==> src/msps_consts.vh <==
`ifndef MSPS_CONSTS_VH
`define MSPS_CONSTS_VH

// ****************************************
// mode encodings {mode_select_hi, mode_select_lo}
// ****************************************
`define MSPS_MODE_FULL      2'h0
`define MSPS_MODE_HALF      2'h1
`define MSPS_MODE_QUARTER   2'h2
`define MSPS_MODE_EIGHTH    2'h3

// ****************************************
// position: 32 slots of 11.25 degrees per electrical turn
// ****************************************
`define MSPS_POS_W          5
`define MSPS_INC_FULL       5'h08
`define MSPS_INC_HALF       5'h04
`define MSPS_INC_QUARTER    5'h02
`define MSPS_INC_EIGHTH     5'h01
`define MSPS_POS_INIT_FINE  5'h00
`define MSPS_POS_INIT_FULL  5'h1C
`define MSPS_QUAD_SHIFT     5'h04
`define MSPS_COS_SHIFT      5'h08
`define MSPS_SIN_STEPS      4'h8

// ****************************************
// signed percent levels
// ****************************************
`define MSPS_LVL_W          8
`define MSPS_LVL_100        8'h64
`define MSPS_LVL_98         8'h62
`define MSPS_LVL_92         8'h5C
`define MSPS_LVL_83         8'h53
`define MSPS_LVL_71         8'h47
`define MSPS_LVL_56         8'h38
`define MSPS_LVL_38         8'h26
`define MSPS_LVL_20         8'h14
`define MSPS_LVL_0          8'h00

// ****************************************
// register map (word index on address bits 3:2) and fields
// ****************************************
`define MSPS_REG_CTRL       2'h0
`define MSPS_REG_STATUS     2'h1
`define MSPS_REG_LEVELS     2'h2
`define MSPS_CTRL_RESET     1'h1
`define MSPS_SYNC_W         7

`endif

==> src/msps_sync.v <==
`timescale 1ns/100ps
`default_nettype none

// ****************************************
// two-stage synchroniser for pin inputs
// ****************************************
module msps_sync #(
    parameter WIDTH = 1
) (
    input  wire             clk_i,     // sampling clock
    input  wire             resetn_i,  // async reset, active low
    input  wire [WIDTH-1:0] d_i,       // asynchronous inputs
    output wire [WIDTH-1:0] q_o        // synchronised outputs
);
    reg [WIDTH-1:0] meta_r;
    reg [WIDTH-1:0] sync_r;

    // pins rest low through their pull-downs, so reset to zero
    always @(posedge clk_i or negedge resetn_i) begin
        if (!resetn_i) begin
            meta_r <= {WIDTH{1'b0}};
            sync_r <= {WIDTH{1'b0}};
        end else begin
            meta_r <= d_i;
            sync_r <= meta_r;
        end
    end

    assign q_o = sync_r;
endmodule // msps_sync

`default_nettype wire

==> src/msps_sequencer.v <==
`timescale 1ns/100ps
`default_nettype none
`include "msps_consts.vh"

module msps_sequencer (
    input  wire        core_clk_i,                   // 25 MHz clock
    input  wire        resetn_i,                     // async reset, low
    input  wire        step_clock_i,                 // step clock pin
    input  wire        rotation_direction_i,         // 0 cw, 1 ccw
    input  wire        mode_select_lo_i,             // mode bit 0
    input  wire        mode_select_hi_i,             // mode bit 1
    input  wire        output_enable_i,              // drive enable pin
    input  wire        seq_reset_n_i,                // sequencer reset
    input  wire        low_power_hold_n_i,           // hold, low
    input  wire [3:0]  avs_address_i,                // byte address
    input  wire        avs_read_i,                   // read request
    input  wire        avs_write_i,                  // write request
    input  wire [31:0] avs_writedata_i,              // write data
    output reg  [31:0] avs_readdata_o,               // read data
    output wire        avs_waitrequest_o,            // stall
    output reg  [7:0]  winding_a_level_o,            // A setpoint, signed %
    output reg  [7:0]  winding_b_level_o,            // B setpoint, signed %
    output reg         winding_a_drive_en_o,         // A bridge active
    output reg         winding_b_drive_en_o,         // B bridge active
    output reg         winding_a_terminal_first_o,   // A first sources
    output reg         winding_a_terminal_second_o,  // A second sources
    output reg         winding_b_terminal_first_o,   // B first sources
    output reg         winding_b_terminal_second_o,  // B second sources
    output wire        home_position_flag_n_o,       // flag, od level
    output reg         home_position_flag_n_oe_o     // flag pulls low
);
    // ****************************************
    // pin synchronisation
    // ****************************************
    wire [`MSPS_SYNC_W-1:0] pins_s;
    wire step_s;
    wire dir_s;
    wire [1:0] mode_s;
    wire en_s;
    wire rst_s;
    wire hold_n_s;

    msps_sync #(
        .WIDTH (`MSPS_SYNC_W)
    ) u_sync (
        .clk_i    (core_clk_i),
        .resetn_i (resetn_i),
        .d_i      ({low_power_hold_n_i, seq_reset_n_i, output_enable_i,
                    mode_select_hi_i, mode_select_lo_i,
                    rotation_direction_i, step_clock_i}),
        .q_o      (pins_s)
    );

    assign step_s   = pins_s[0];
    assign dir_s    = pins_s[1];
    assign mode_s   = pins_s[3:2];
    assign en_s     = pins_s[4];
    assign rst_s    = pins_s[5];
    assign hold_n_s = pins_s[6];

    // ****************************************
    // edge detection and mode decode
    // ****************************************
    reg step_q_r;
    reg rst_q_r;
    wire step_rise = step_s & ~step_q_r;
    wire rst_rise  = rst_s & ~rst_q_r;
    reg [`MSPS_POS_W-1:0] inc;
    reg [`MSPS_POS_W-1:0] init_pos;

    always @* begin
        inc      = `MSPS_INC_EIGHTH;
        init_pos = `MSPS_POS_INIT_FINE;
        case (mode_s)
            `MSPS_MODE_FULL: begin
                inc      = `MSPS_INC_FULL;
                init_pos = `MSPS_POS_INIT_FULL;
            end
            `MSPS_MODE_HALF:    inc = `MSPS_INC_HALF;
            `MSPS_MODE_QUARTER: inc = `MSPS_INC_QUARTER;
            `MSPS_MODE_EIGHTH:  inc = `MSPS_INC_EIGHTH;
            default:            inc = `MSPS_INC_EIGHTH;
        endcase
    end

    // ****************************************
    // position counter
    // ****************************************
    reg [`MSPS_POS_W-1:0] pos_r;
    reg [`MSPS_POS_W-1:0] pos_nxt;
    // a release with the clock already high counts as the edge
    wire advance = hold_n_s & rst_s &
                   (step_rise | (rst_rise & step_s));
    // a release counts from the home of the mode now on the pins, as
    // the mode pins may settle in the same cycle as the release
    wire [`MSPS_POS_W-1:0] pos_base = rst_rise ? init_pos : pos_r;

    always @* begin
        pos_nxt = pos_base;
        if (!hold_n_s || !rst_s) begin
            pos_nxt = init_pos;
        end else if (advance) begin
            // enable is not looked at: stepping goes on undriven
            if (dir_s) begin
                pos_nxt = pos_base - inc;
            end else begin
                pos_nxt = pos_base + inc;
            end
        end
    end

    always @(posedge core_clk_i or negedge resetn_i) begin
        if (!resetn_i) begin
            step_q_r <= 1'b0;
            rst_q_r  <= 1'b0;
            pos_r    <= `MSPS_POS_INIT_FINE;
        end else begin
            step_q_r <= step_s;
            rst_q_r  <= rst_s;
            pos_r    <= pos_nxt;
        end
    end

    // ****************************************
    // sine lookup, one quadrant of nine entries
    // ****************************************
    function [7:0] msps_quarter;
        input [3:0] idx;
        begin
            case (idx)
                4'h0:    msps_quarter = `MSPS_LVL_0;
                4'h1:    msps_quarter = `MSPS_LVL_20;
                4'h2:    msps_quarter = `MSPS_LVL_38;
                4'h3:    msps_quarter = `MSPS_LVL_56;
                4'h4:    msps_quarter = `MSPS_LVL_71;
                4'h5:    msps_quarter = `MSPS_LVL_83;
                4'h6:    msps_quarter = `MSPS_LVL_92;
                4'h7:    msps_quarter = `MSPS_LVL_98;
                default: msps_quarter = `MSPS_LVL_100;
            endcase
        end
    endfunction

    function [7:0] msps_sine;
        input [4:0] k;
        reg   [7:0] mag;
        begin
            mag = k[3] ? msps_quarter(`MSPS_SIN_STEPS - {1'b0, k[2:0]})
                       : msps_quarter({1'b0, k[2:0]});
            msps_sine = k[4] ? (8'h00 - mag) : mag;
        end
    endfunction

    // ****************************************
    // setpoint generation
    // ****************************************
    reg  [7:0] lvl_a;
    reg  [7:0] lvl_b;
    wire [`MSPS_POS_W-1:0] pos_cos  = pos_r + `MSPS_COS_SHIFT;
    wire [`MSPS_POS_W-1:0] pos_quad = pos_r + `MSPS_QUAD_SHIFT;

    always @* begin
        lvl_a = msps_sine(pos_cos);
        lvl_b = msps_sine(pos_r);
        if (mode_s == `MSPS_MODE_FULL) begin
            // both windings at full: vector length 141.42
            case (pos_quad[4:3])
                2'h0: begin
                    lvl_a = `MSPS_LVL_100;
                    lvl_b = 8'h00 - `MSPS_LVL_100;
                end
                2'h1: begin
                    lvl_a = `MSPS_LVL_100;
                    lvl_b = `MSPS_LVL_100;
                end
                2'h2: begin
                    lvl_a = 8'h00 - `MSPS_LVL_100;
                    lvl_b = `MSPS_LVL_100;
                end
                default: begin
                    lvl_a = 8'h00 - `MSPS_LVL_100;
                    lvl_b = 8'h00 - `MSPS_LVL_100;
                end
            endcase
        end
    end

    // ****************************************
    // register bus
    // ****************************************
    reg  ack_r;
    reg  soft_en_r;
    wire req = avs_read_i | avs_write_i;
    wire [1:0] reg_idx = avs_address_i[3:2];
    assign avs_waitrequest_o = req & ~ack_r;

    always @(posedge core_clk_i or negedge resetn_i) begin
        if (!resetn_i) begin
            ack_r          <= 1'b0;
            soft_en_r      <= `MSPS_CTRL_RESET;
            avs_readdata_o <= 32'h00000000;
        end else begin
            ack_r <= req & ~ack_r;
            // a write lands on the edge that sees waitrequest low
            if (avs_write_i && ack_r && reg_idx == `MSPS_REG_CTRL) begin
                soft_en_r <= avs_writedata_i[0];
            end
            if (avs_read_i && !ack_r) begin
                case (reg_idx)
                    `MSPS_REG_CTRL:
                        avs_readdata_o <= {31'h00000000, soft_en_r};
                    `MSPS_REG_STATUS:
                        avs_readdata_o <= {18'h00000,
                                           winding_a_drive_en_o,
                                           home_position_flag_n_oe_o,
                                           2'h0, mode_s,
                                           3'h0, pos_r};
                    `MSPS_REG_LEVELS:
                        avs_readdata_o <= {16'h0000, winding_b_level_o,
                                           winding_a_level_o};
                    default:
                        avs_readdata_o <= 32'h00000000;
                endcase
            end
        end
    end

    // ****************************************
    // winding drive and home flag
    // ****************************************
    // drive follows the live position, so re-enable lands where
    // the counter got to rather than where drive stopped
    wire drive = hold_n_s & en_s & soft_en_r;
    wire at_home = (pos_r == init_pos);
    assign home_position_flag_n_o = 1'b0;

    always @(posedge core_clk_i or negedge resetn_i) begin
        if (!resetn_i) begin
            winding_a_level_o           <= `MSPS_LVL_100;
            winding_b_level_o           <= `MSPS_LVL_0;
            winding_a_drive_en_o        <= 1'b0;
            winding_b_drive_en_o        <= 1'b0;
            winding_a_terminal_first_o  <= 1'b0;
            winding_a_terminal_second_o <= 1'b0;
            winding_b_terminal_first_o  <= 1'b0;
            winding_b_terminal_second_o <= 1'b0;
            home_position_flag_n_oe_o   <= 1'b1;
        end else begin
            winding_a_level_o    <= lvl_a;
            winding_b_level_o    <= lvl_b;
            winding_a_drive_en_o <= drive;
            winding_b_drive_en_o <= drive;
            // sign bit picks the sourcing terminal
            winding_a_terminal_first_o  <= drive & ~lvl_a[7] &
                                           (lvl_a != 8'h00);
            winding_a_terminal_second_o <= drive & lvl_a[7];
            winding_b_terminal_first_o  <= drive & ~lvl_b[7] &
                                           (lvl_b != 8'h00);
            winding_b_terminal_second_o <= drive & lvl_b[7];
            home_position_flag_n_oe_o   <= ~rst_s | at_home;
        end
    end
endmodule // msps_sequencer

`default_nettype wire

==> config.mk <==
export PLATFORM = sky130hd
export DESIGN_NAME = msps_sequencer
export DESIGN_NICKNAME = d
export VERILOG_FILES = /design/src/msps_sync.v /design/src/msps_sequencer.v
export VERILOG_INCLUDE_DIRS = /design/src
export SDC_FILE = /design/constraint.sdc
export NUM_CORES = 1
export LEC_CHECK = 0
export BUFFER_PORTS_ARGS = -buffer_cell sky130_fd_sc_hd__buf_2
export CAP_MARGIN = 20
export CELL_PAD_IN_SITES_DETAIL_PLACEMENT = 1
export CELL_PAD_IN_SITES_GLOBAL_PLACEMENT = 2
export CORE_AREA = 2 2 117 119
export CTS_CLUSTER_SIZE = 8
export DETAILED_ROUTE_END_ITERATION = 8
export DIE_AREA = 0 0 119 121
export PLACE_DENSITY_LB_ADDON = 0.3
export SLEW_MARGIN = 20
export SYNTH_ARGS = -nofsm -noshare
export SYNTH_HDL_FRONTEND = slang
export SYNTH_SLANG_ARGS = --single-unit
==> constraint.sdc <==
create_clock -name core_clk_i -period 3.4 [get_ports core_clk_i]
set_clock_uncertainty 0.1 [all_clocks]
set_input_delay 0.34 -clock core_clk_i [delete_from_list [all_inputs] [get_ports core_clk_i]]
set_output_delay 0.34 -clock core_clk_i [all_outputs]
set_load 0.01 [all_outputs]
==> results of run 1 <==
[final cells by class]
type | instances | area (um^2) | share of cell area (%)
Clock buffer | 9 | 225.2 | 5.073
Multi-Input combinational cell | 282 | 1866 | 42.02
Sequential cell | 61 | 1534 | 34.55
Inverter | 18 | 67.56 | 1.522
Clock inverter | 7 | 98.84 | 2.227
Timing Repair Buffer | 74 | 427.9 | 9.639
Tap cell | 176 | 220.2 | 4.961
[state kept, by name (all words and copies together), names as in the netlist]
signal                       flops
avs_readdata_o                  16
winding_a_level_o                8
winding_b_level_o                8
u_sync.meta_r                    7
u_sync.q_o                       7
msps_sine.k                      5
ack_r                            1
home_position_flag_n_oe_o        1
rst_q_r                          1
soft_en_r                        1
step_q_r                         1
winding_a_terminal_first_o       1
winding_a_terminal_second_o      1
winding_b_drive_en_o             1
winding_b_terminal_first_o       1
winding_b_terminal_second_o      1
[path summary, 6_finish.rpt]
kind | start | endpoint | slack, ps | cells past startpoint
max | msps_sine.k[0]$_DFF_PN0_ | winding_a_terminal_first_o$_DFF_PN0_ | 140 | 11
min | mode_select_hi_i | u_sync.meta_r[3]$_DFF_PN0_ | 10 | 1
max reg2reg | msps_sine.k[0]$_DFF_PN0_ | winding_a_terminal_first_o$_DFF_PN0_ | 140 | 11
min reg2reg | u_sync.meta_r[2]$_DFF_PN0_ | u_sync.q_o[2]$_DFF_PN0_ | 250 | 0
max in group asynchronous | resetn_i | soft_en_r$_DFFE_PN1P_ | 2030 | 3
min in group asynchronous | resetn_i | avs_readdata_o[7]$_DFFE_PN0P_ | 370 | 2
[worst register-to-register path, cell delays in order (launching register included)]
cell and delay (ps):
dfrtp_2 410, inv_2 90, ha_2 300, nor4bb_1 260, a31o_2 180, nor2_1 70
ha_2 300, a22o_1 260, a221oi_4 340, nand2_1 80, or4b_1 470, o311a_1 300
[layer usage]
| metal | routed length [um] | vias to the layer above | global-route usage [%] |
|---|---|---|---|
| met5 | 0 | - | 0 |
| met4 | 112 | 0 | 4.539 |
| met3 | 410 | 13 | 3.289 |
| met2 | 4730 | 65 | 24.25 |
| met1 | 4488 | 1446 | 18.42 |
| li1 | - | 1435 | - |
[cells in the final DEF, fill, tap and decap left out, drive strengths merged, types with 11 or more instances in the layout]
| cell type | n |
|---|---|
| inv | 18 |
| dfrtp | 56 |
| ha | 15 |
| o21ai | 22 |
| nand2 | 33 |
| conb | 17 |
| nor2 | 40 |
| a21oi | 21 |
| buf | 72 |
| xnor2 | 11 |
| nor3 | 12 |
| a22oi | 11 |
[stage by stage]
| step | power [mW] | setup slack (ps) |
|---|---|---|
| 2_1_floorplan | 1.296 | 9.317 |
| 3_3_place_gp | 1.479 | 89.53 |
| 3_5_place_dp | 1.495 | 53.22 |
| 4_1_cts | 2.495 | 12.87 |
| 5_1_grt | 2.618 | -0.5254 |
| 6_report | 2.474 | 139.4 |
[power by group]
part / internal [mW] / switching [mW] / total, mW
Clock: 0.644 / 0.340 / 0.984
Combinational: 0.250 / 0.352 / 0.602
Sequential: 0.828 / 0.0597 / 0.888
Total: 1.72 / 0.752 / 2.47
[cell families (layout without fill, tap and decap cells)]
kind of cell / Yosys count / in the layout / synth area share (%)
AOI/OAI and AO/OA: 95 / 95 / 18.22
xor gates and xnor gates: 17 / 17 / 4.304
other: 1 / 17 / 0.1032
and+or+nand+nor: 122 / 122 / 16.01
DFF: 61 / 61 / 42.18
adders and majority gates: 16 / 16 / 5.716
muxes: 15 / 15 / 4.304
buffers and inverters: 59 / 108 / 9.160
[what timing repair did]
action	in CTS	in global routing
hold endpoints to repair	16	1
endpoints found under the setup margin	0	1
hold buffers	1	1
buffers inserted	0	2
gates resized for setup	0	5
==> impl_metrics.tcl, run 1 <==
set metrics [dict create \
    yosys_register_bits 61 \
    core_area_um2 13090 \
    cp_top_family "compound AO/OA/AOI/OAI gates" \
    critPathKind "reg2reg" \
    required_ps 3510 \
    gp_congestion 0.7944 \
    final-setup-viol-count 0 \
    fin_nets 509 \
    fp.dieW_um 119 \
    synthTopCellsByArea "dfrtp_1 39%, ha_1 5.2%, buf_4 4.1%, nor2_1 4.1%, dfstp_2 3.6%" \
    portBuffers 53 \
    clkTransAtPathRegs_ps 50 \
    postLayoutCoreUtil_pct 33.93 \
    antenna_found_initial 0 \
    dp.cells 607 \
    status "finished clean" \
    cts_tree "yes" \
    fillers 1512 \
    clk_latency_ps 330 \
    remaining_drc_errors 0 \
    leakagePower_nw 2.122 \
    cts.htree.levels 3 \
    crit_arrival_ps 3370 \
    route.vias.total 2959 \
    synth_flop_cell "dfrtp_1" \
    cp-end-kind "flop" \
    worstMarginPinSlew_ps 834.2 \
    wl_mm 9.741 \
    ios 104 \
    crit_fanout 4 \
    synth.distinct_cells 60 \
    report.final.slew_viol_count 0 \
    numCtsBuffers 9 \
    start_kind "flop" \
    cpPeakStageDelay_ps 470 \
    die_y_um 121 \
    cts_sinks 61 \
    syn_to_final_growth_pct 22.18 \
    fin_crit_ps 3261 \
    diodes 0 \
    crit_top_cell "ha_2" \
    crit_chain "inv_2 -> ha_2 -> nor4bb_1 -> a31o_2 -> nor2_1 -> ha_2 -> a22o_1 -> a221oi_4 -> nand2_1 -> or4b_1 -> o311a_1" \
    hp-class "in2reg" \
    slowest_stage "or4b_1" \
    synth_common_cells "56 x dfrtp_1, 40 x nor2_1, 33 x nand2_1" \
    stdcell_count 627 \
    grt.overflow.total 0 \
    grt_pass1_vias 3086 \
    syn-cell-area_um2 3633 \
    drive_gt1_share_pct 26.16 \
    postRouteAntennaNets 0 \
    drtPass1Iterations 4 \
    placed_cell_area_um2 4058 \
    cts-root-buf "clkbuf_16" \
    post-route-period-util_pct 95.90 \
    ys_seq_area_share_pct 42.18 \
    relSlewSlack_pct 44.39 \
    synth_top_area_share_pct 38.57 \
    synth_most_common_cell "dfrtp_1" \
    hold_viol 0 \
    finalInstanceArea_um2 4439 \
    worst-path-buf-inv 1 \
    syn_inst 386 \
    grt_max_degree 36 \
    cap_violations 0 \
    wire_per_inst_um 15.54 \
    clk_path_buf_depth 2 \
    hpwl_mm 7.571 \
    die_area_um2 14400 \
    max_freq_mhz 306.7 \
    yosys_warnings 0 \
    synth_edf_count 0 \
    grt_pass1_wl_mm 16.26 \
    drt_iter0_drc 97 \
    ir_worst_vdd_uv 228.1 \
    via_per_inst 4.719 \
    start_util_pct 27.77 \
    whs_ps 13.26 \
    avgSynthCellArea_um2 9.413 \
    tns_ps 0 \
    std_cell_rows 42 \
    grt_usage_pct 14.43 \
    p_per_area_nw_per_um2 557.3 \
    synth_async_sr_flop_share_pct 100.0 \
    yosysTopAreaCell "dfrtp_1" \
]
(Power assumes the default switching activity.)
==> run 2: changes to the inputs <==
ABC_AREA = 1   (was default)
CORE_AREA = 2 2 121 123   (was 2 2 117 119)
DIE_AREA = 0 0 123 125   (was 0 0 119 121)
==> impl_metrics.tcl, run 2 <==
set metrics [dict create \
    status "finished clean" \
    critPathKind "reg2reg" \
    synth_edf_count 0 \
    clkTransAtPathRegs_ps 50 \
    cp-end-kind "flop" \
    cp_top_family "simple AND/OR/NAND/NOR gates" \
    crit_fanout 7 \
    core_area_um2 14200 \
    ys_seq_area_share_pct 42.92 \
    relSlewSlack_pct 50.74 \
    cpPeakStageDelay_ps 500 \
    cap_violations 0 \
    post-cts-setup-buffer-count 0 \
    die_area_um2 15380 \
    leakagePower_nw 2.272 \
    final-setup-viol-count 0 \
    avgSynthCellArea_um2 8.043 \
    largest_reg_flops 16 \
    diodes 0 \
    synth.distinct_cells 39 \
    grt.overflow.total 0 \
    slowest_stage "dfrtp_1" \
    synth_async_sr_flop_share_pct 100.0 \
    wl_mm 9.622 \
    clk_latency_ps 330 \
    die_y_um 125 \
    start_kind "flop" \
    report.final.slew_viol_count 0 \
    fillers 1746 \
    post-route-period-util_pct 85.05 \
    synth_most_common_cell "nand2_1" \
    remaining_drc_errors 0 \
    required_ps 3510 \
    synth_top_area_share_pct 39.24 \
    syn_inst 444 \
    total_power_mw 2.431 \
    via_per_inst 4.338 \
    grt_max_degree 33 \
    grt_usage_pct 13.59 \
    cts.htree.levels 3 \
    drt_iter0_drc 126 \
    postLayoutCoreUtil_pct 30.16 \
    yosys_warnings 0 \
    crit_arrival_ps 3000 \
    syn_to_final_growth_pct 19.97 \
    fin_crit_ps 2892 \
    fin_ws_ps 508.3 \
    yosysTopAreaCell "dfrtp_1" \
    cts_sinks 61 \
    p_per_area_nw_per_um2 567.4 \
    reg.largest.list "avs_readdata_o (16), winding_a_level_o (8), winding_b_level_o (8)" \
    gp_congestion 0.8438 \
    fp.dieW_um 123 \
    hp-class "in2reg" \
    crit_chain "inv_1 -> ha_1 -> inv_2 -> nand2_4 -> nand2_4 -> nand3_2 -> nand2_1 -> nand2_1 -> ha_1 -> nor2_1 -> nor2_1 -> nand2_1 -> inv_1 -> nor3_1 -> nand2_2 -> nor2_2 -> a21oi_2" \
    synth_common_cells "118 x nand2_1, 56 x dfrtp_1, 45 x inv_1" \
    hold_viol 0 \
    synthTopCellsByArea "dfrtp_1 39%, nand2_1 12%, nand3_1 6.0%, ha_1 5.3%, inv_1 4.7%" \
    drive_gt1_share_pct 24.02 \
    cts_tree "yes" \
    wire_per_inst_um 13.90 \
    start_util_pct 25.14 \
    postRouteAntennaNets 0 \
    cts-root-buf "clkbuf_16" \
    route.vias.total 3002 \
    ir_worst_vdd_uv 202.0 \
    final_common_cell "nand2_1" \
    tns_ps 0 \
    rsz0062_at_grt "false" \
    worstMarginPinSlew_ps 738.9 \
    numCtsBuffers 9 \
    fin_nets 566 \
    crit_top_cell "nand2_1" \
    hpwl_mm 7.669 \
    synth_flop_cell "dfrtp_1" \
    syn-cell-area_um2 3571 \
    clk_path_buf_depth 2 \
    worst-path-buf-inv 3 \
    layout_common_cells "118 x nand2_1, 56 x dfrtp_1, 53 x buf_2" \
    ios 104 \
    std_cell_rows 44 \
    yosys_register_bits 61 \
    antenna_found_initial 0 \
    drtPass1Iterations 4 \
    portBuffers 53 \
    grt_pass1_wl_mm 16.32 \
    grt_pass1_vias 3274 \
    max_freq_mhz 345.8 \
    largest_register "avs_readdata_o" \
    dp_slack_ps 473.2 \
]
[run 2: changes by cell type after synthesis, moves of 12 or more]
cell     change
inv_1       +29
nand3_1     +36
nand2_2     +12
nand2_1     +85
[run 2: path summary, 6_finish.rpt]
check / start / to / slack, ps / depth (start not counted)
max: msps_sine.k[1]$_DFF_PN0_ / winding_b_terminal_first_o$_DFF_PN0_ / 510 / 17
min: rotation_direction_i / u_sync.meta_r[1]$_DFF_PN0_ / 20 / 1
max reg2reg: msps_sine.k[1]$_DFF_PN0_ / winding_b_terminal_first_o$_DFF_PN0_ / 510 / 17
min reg2reg: u_sync.meta_r[2]$_DFF_PN0_ / u_sync.q_o[2]$_DFF_PN0_ / 250 / 0
max in group asynchronous: resetn_i / winding_a_level_o[5]$_DFF_PN1_ / 1900 / 3
min in group asynchronous: resetn_i / avs_readdata_o[2]$_DFFE_PN0P_ / 510 / 2
[run 2: where the power goes]
part           leakage (nW)  internal (mW)  switching (mW)  total (mW)
Combinational          1.37          0.218           0.407       0.626
Clock                 0.147          0.585           0.313       0.898
Sequential            0.756          0.835          0.0724       0.907
[run 2: worst register-to-register path, delay by kind of cell (launching register included)]
kind	cells	cell delay (ps)
buffers and inverters	3	410
adders and majority gates	2	600
DFF	1	500
and+or+nand+nor	11	1120
AOI/OAI and AO/OA	1	60
[run 2: repair_timing]
| item | 4_1_cts | 5_1_grt |
|---|---|---|
| endpoints found under the hold margin | 16 | 0 |
| hold buffers | 2 | 0 |
| resized for setup | 0 | 0 |
[run 2: final cells by class]
class / count / area, um^2 / area share, %
multi-input combinational: 318 / 1694 / 39.54
clock buffer: 12 / 246.5 / 5.753
tap: 184 / 230.2 / 5.374
clock inverter: 4 / 48.80 / 1.139
sequential: 61 / 1533 / 35.78
inverter: 51 / 193.9 / 4.527
timing repair buffer: 62 / 337.8 / 7.886
[run 2: cell families after synthesis]
logic type | after synthesis | share of synthesized area [%]
mux | 1 | 0.3153
other cells | 1 | 0.1050
compound gates | 52 | 9.110
buf+inv | 81 | 11.32
simple gates | 231 | 30.17
flops | 61 | 42.92
fa+ha+maj | 16 | 5.816
xor+xnor | 1 | 0.2453
[run 2: layer usage]
metal  GRT usage, %  up-vias  part of all wire, %
met5              0        -                    0
met4          3.476        0                  1.3
met3          3.422       10                  4.5
met2          22.49       54                   48
met1          17.64     1433                   46
li1               -     1505                    -
[run 2: through the flow]
step,hold WS (ps),instance area [um^2],std cells
CTS,0.1008,4284,692
finish,17.25,4284,692
global placement,233.6,3969,674
detailed placement,236.3,3969,674
floorplan,-55.59,3631,460
global route,2.118,4284,692
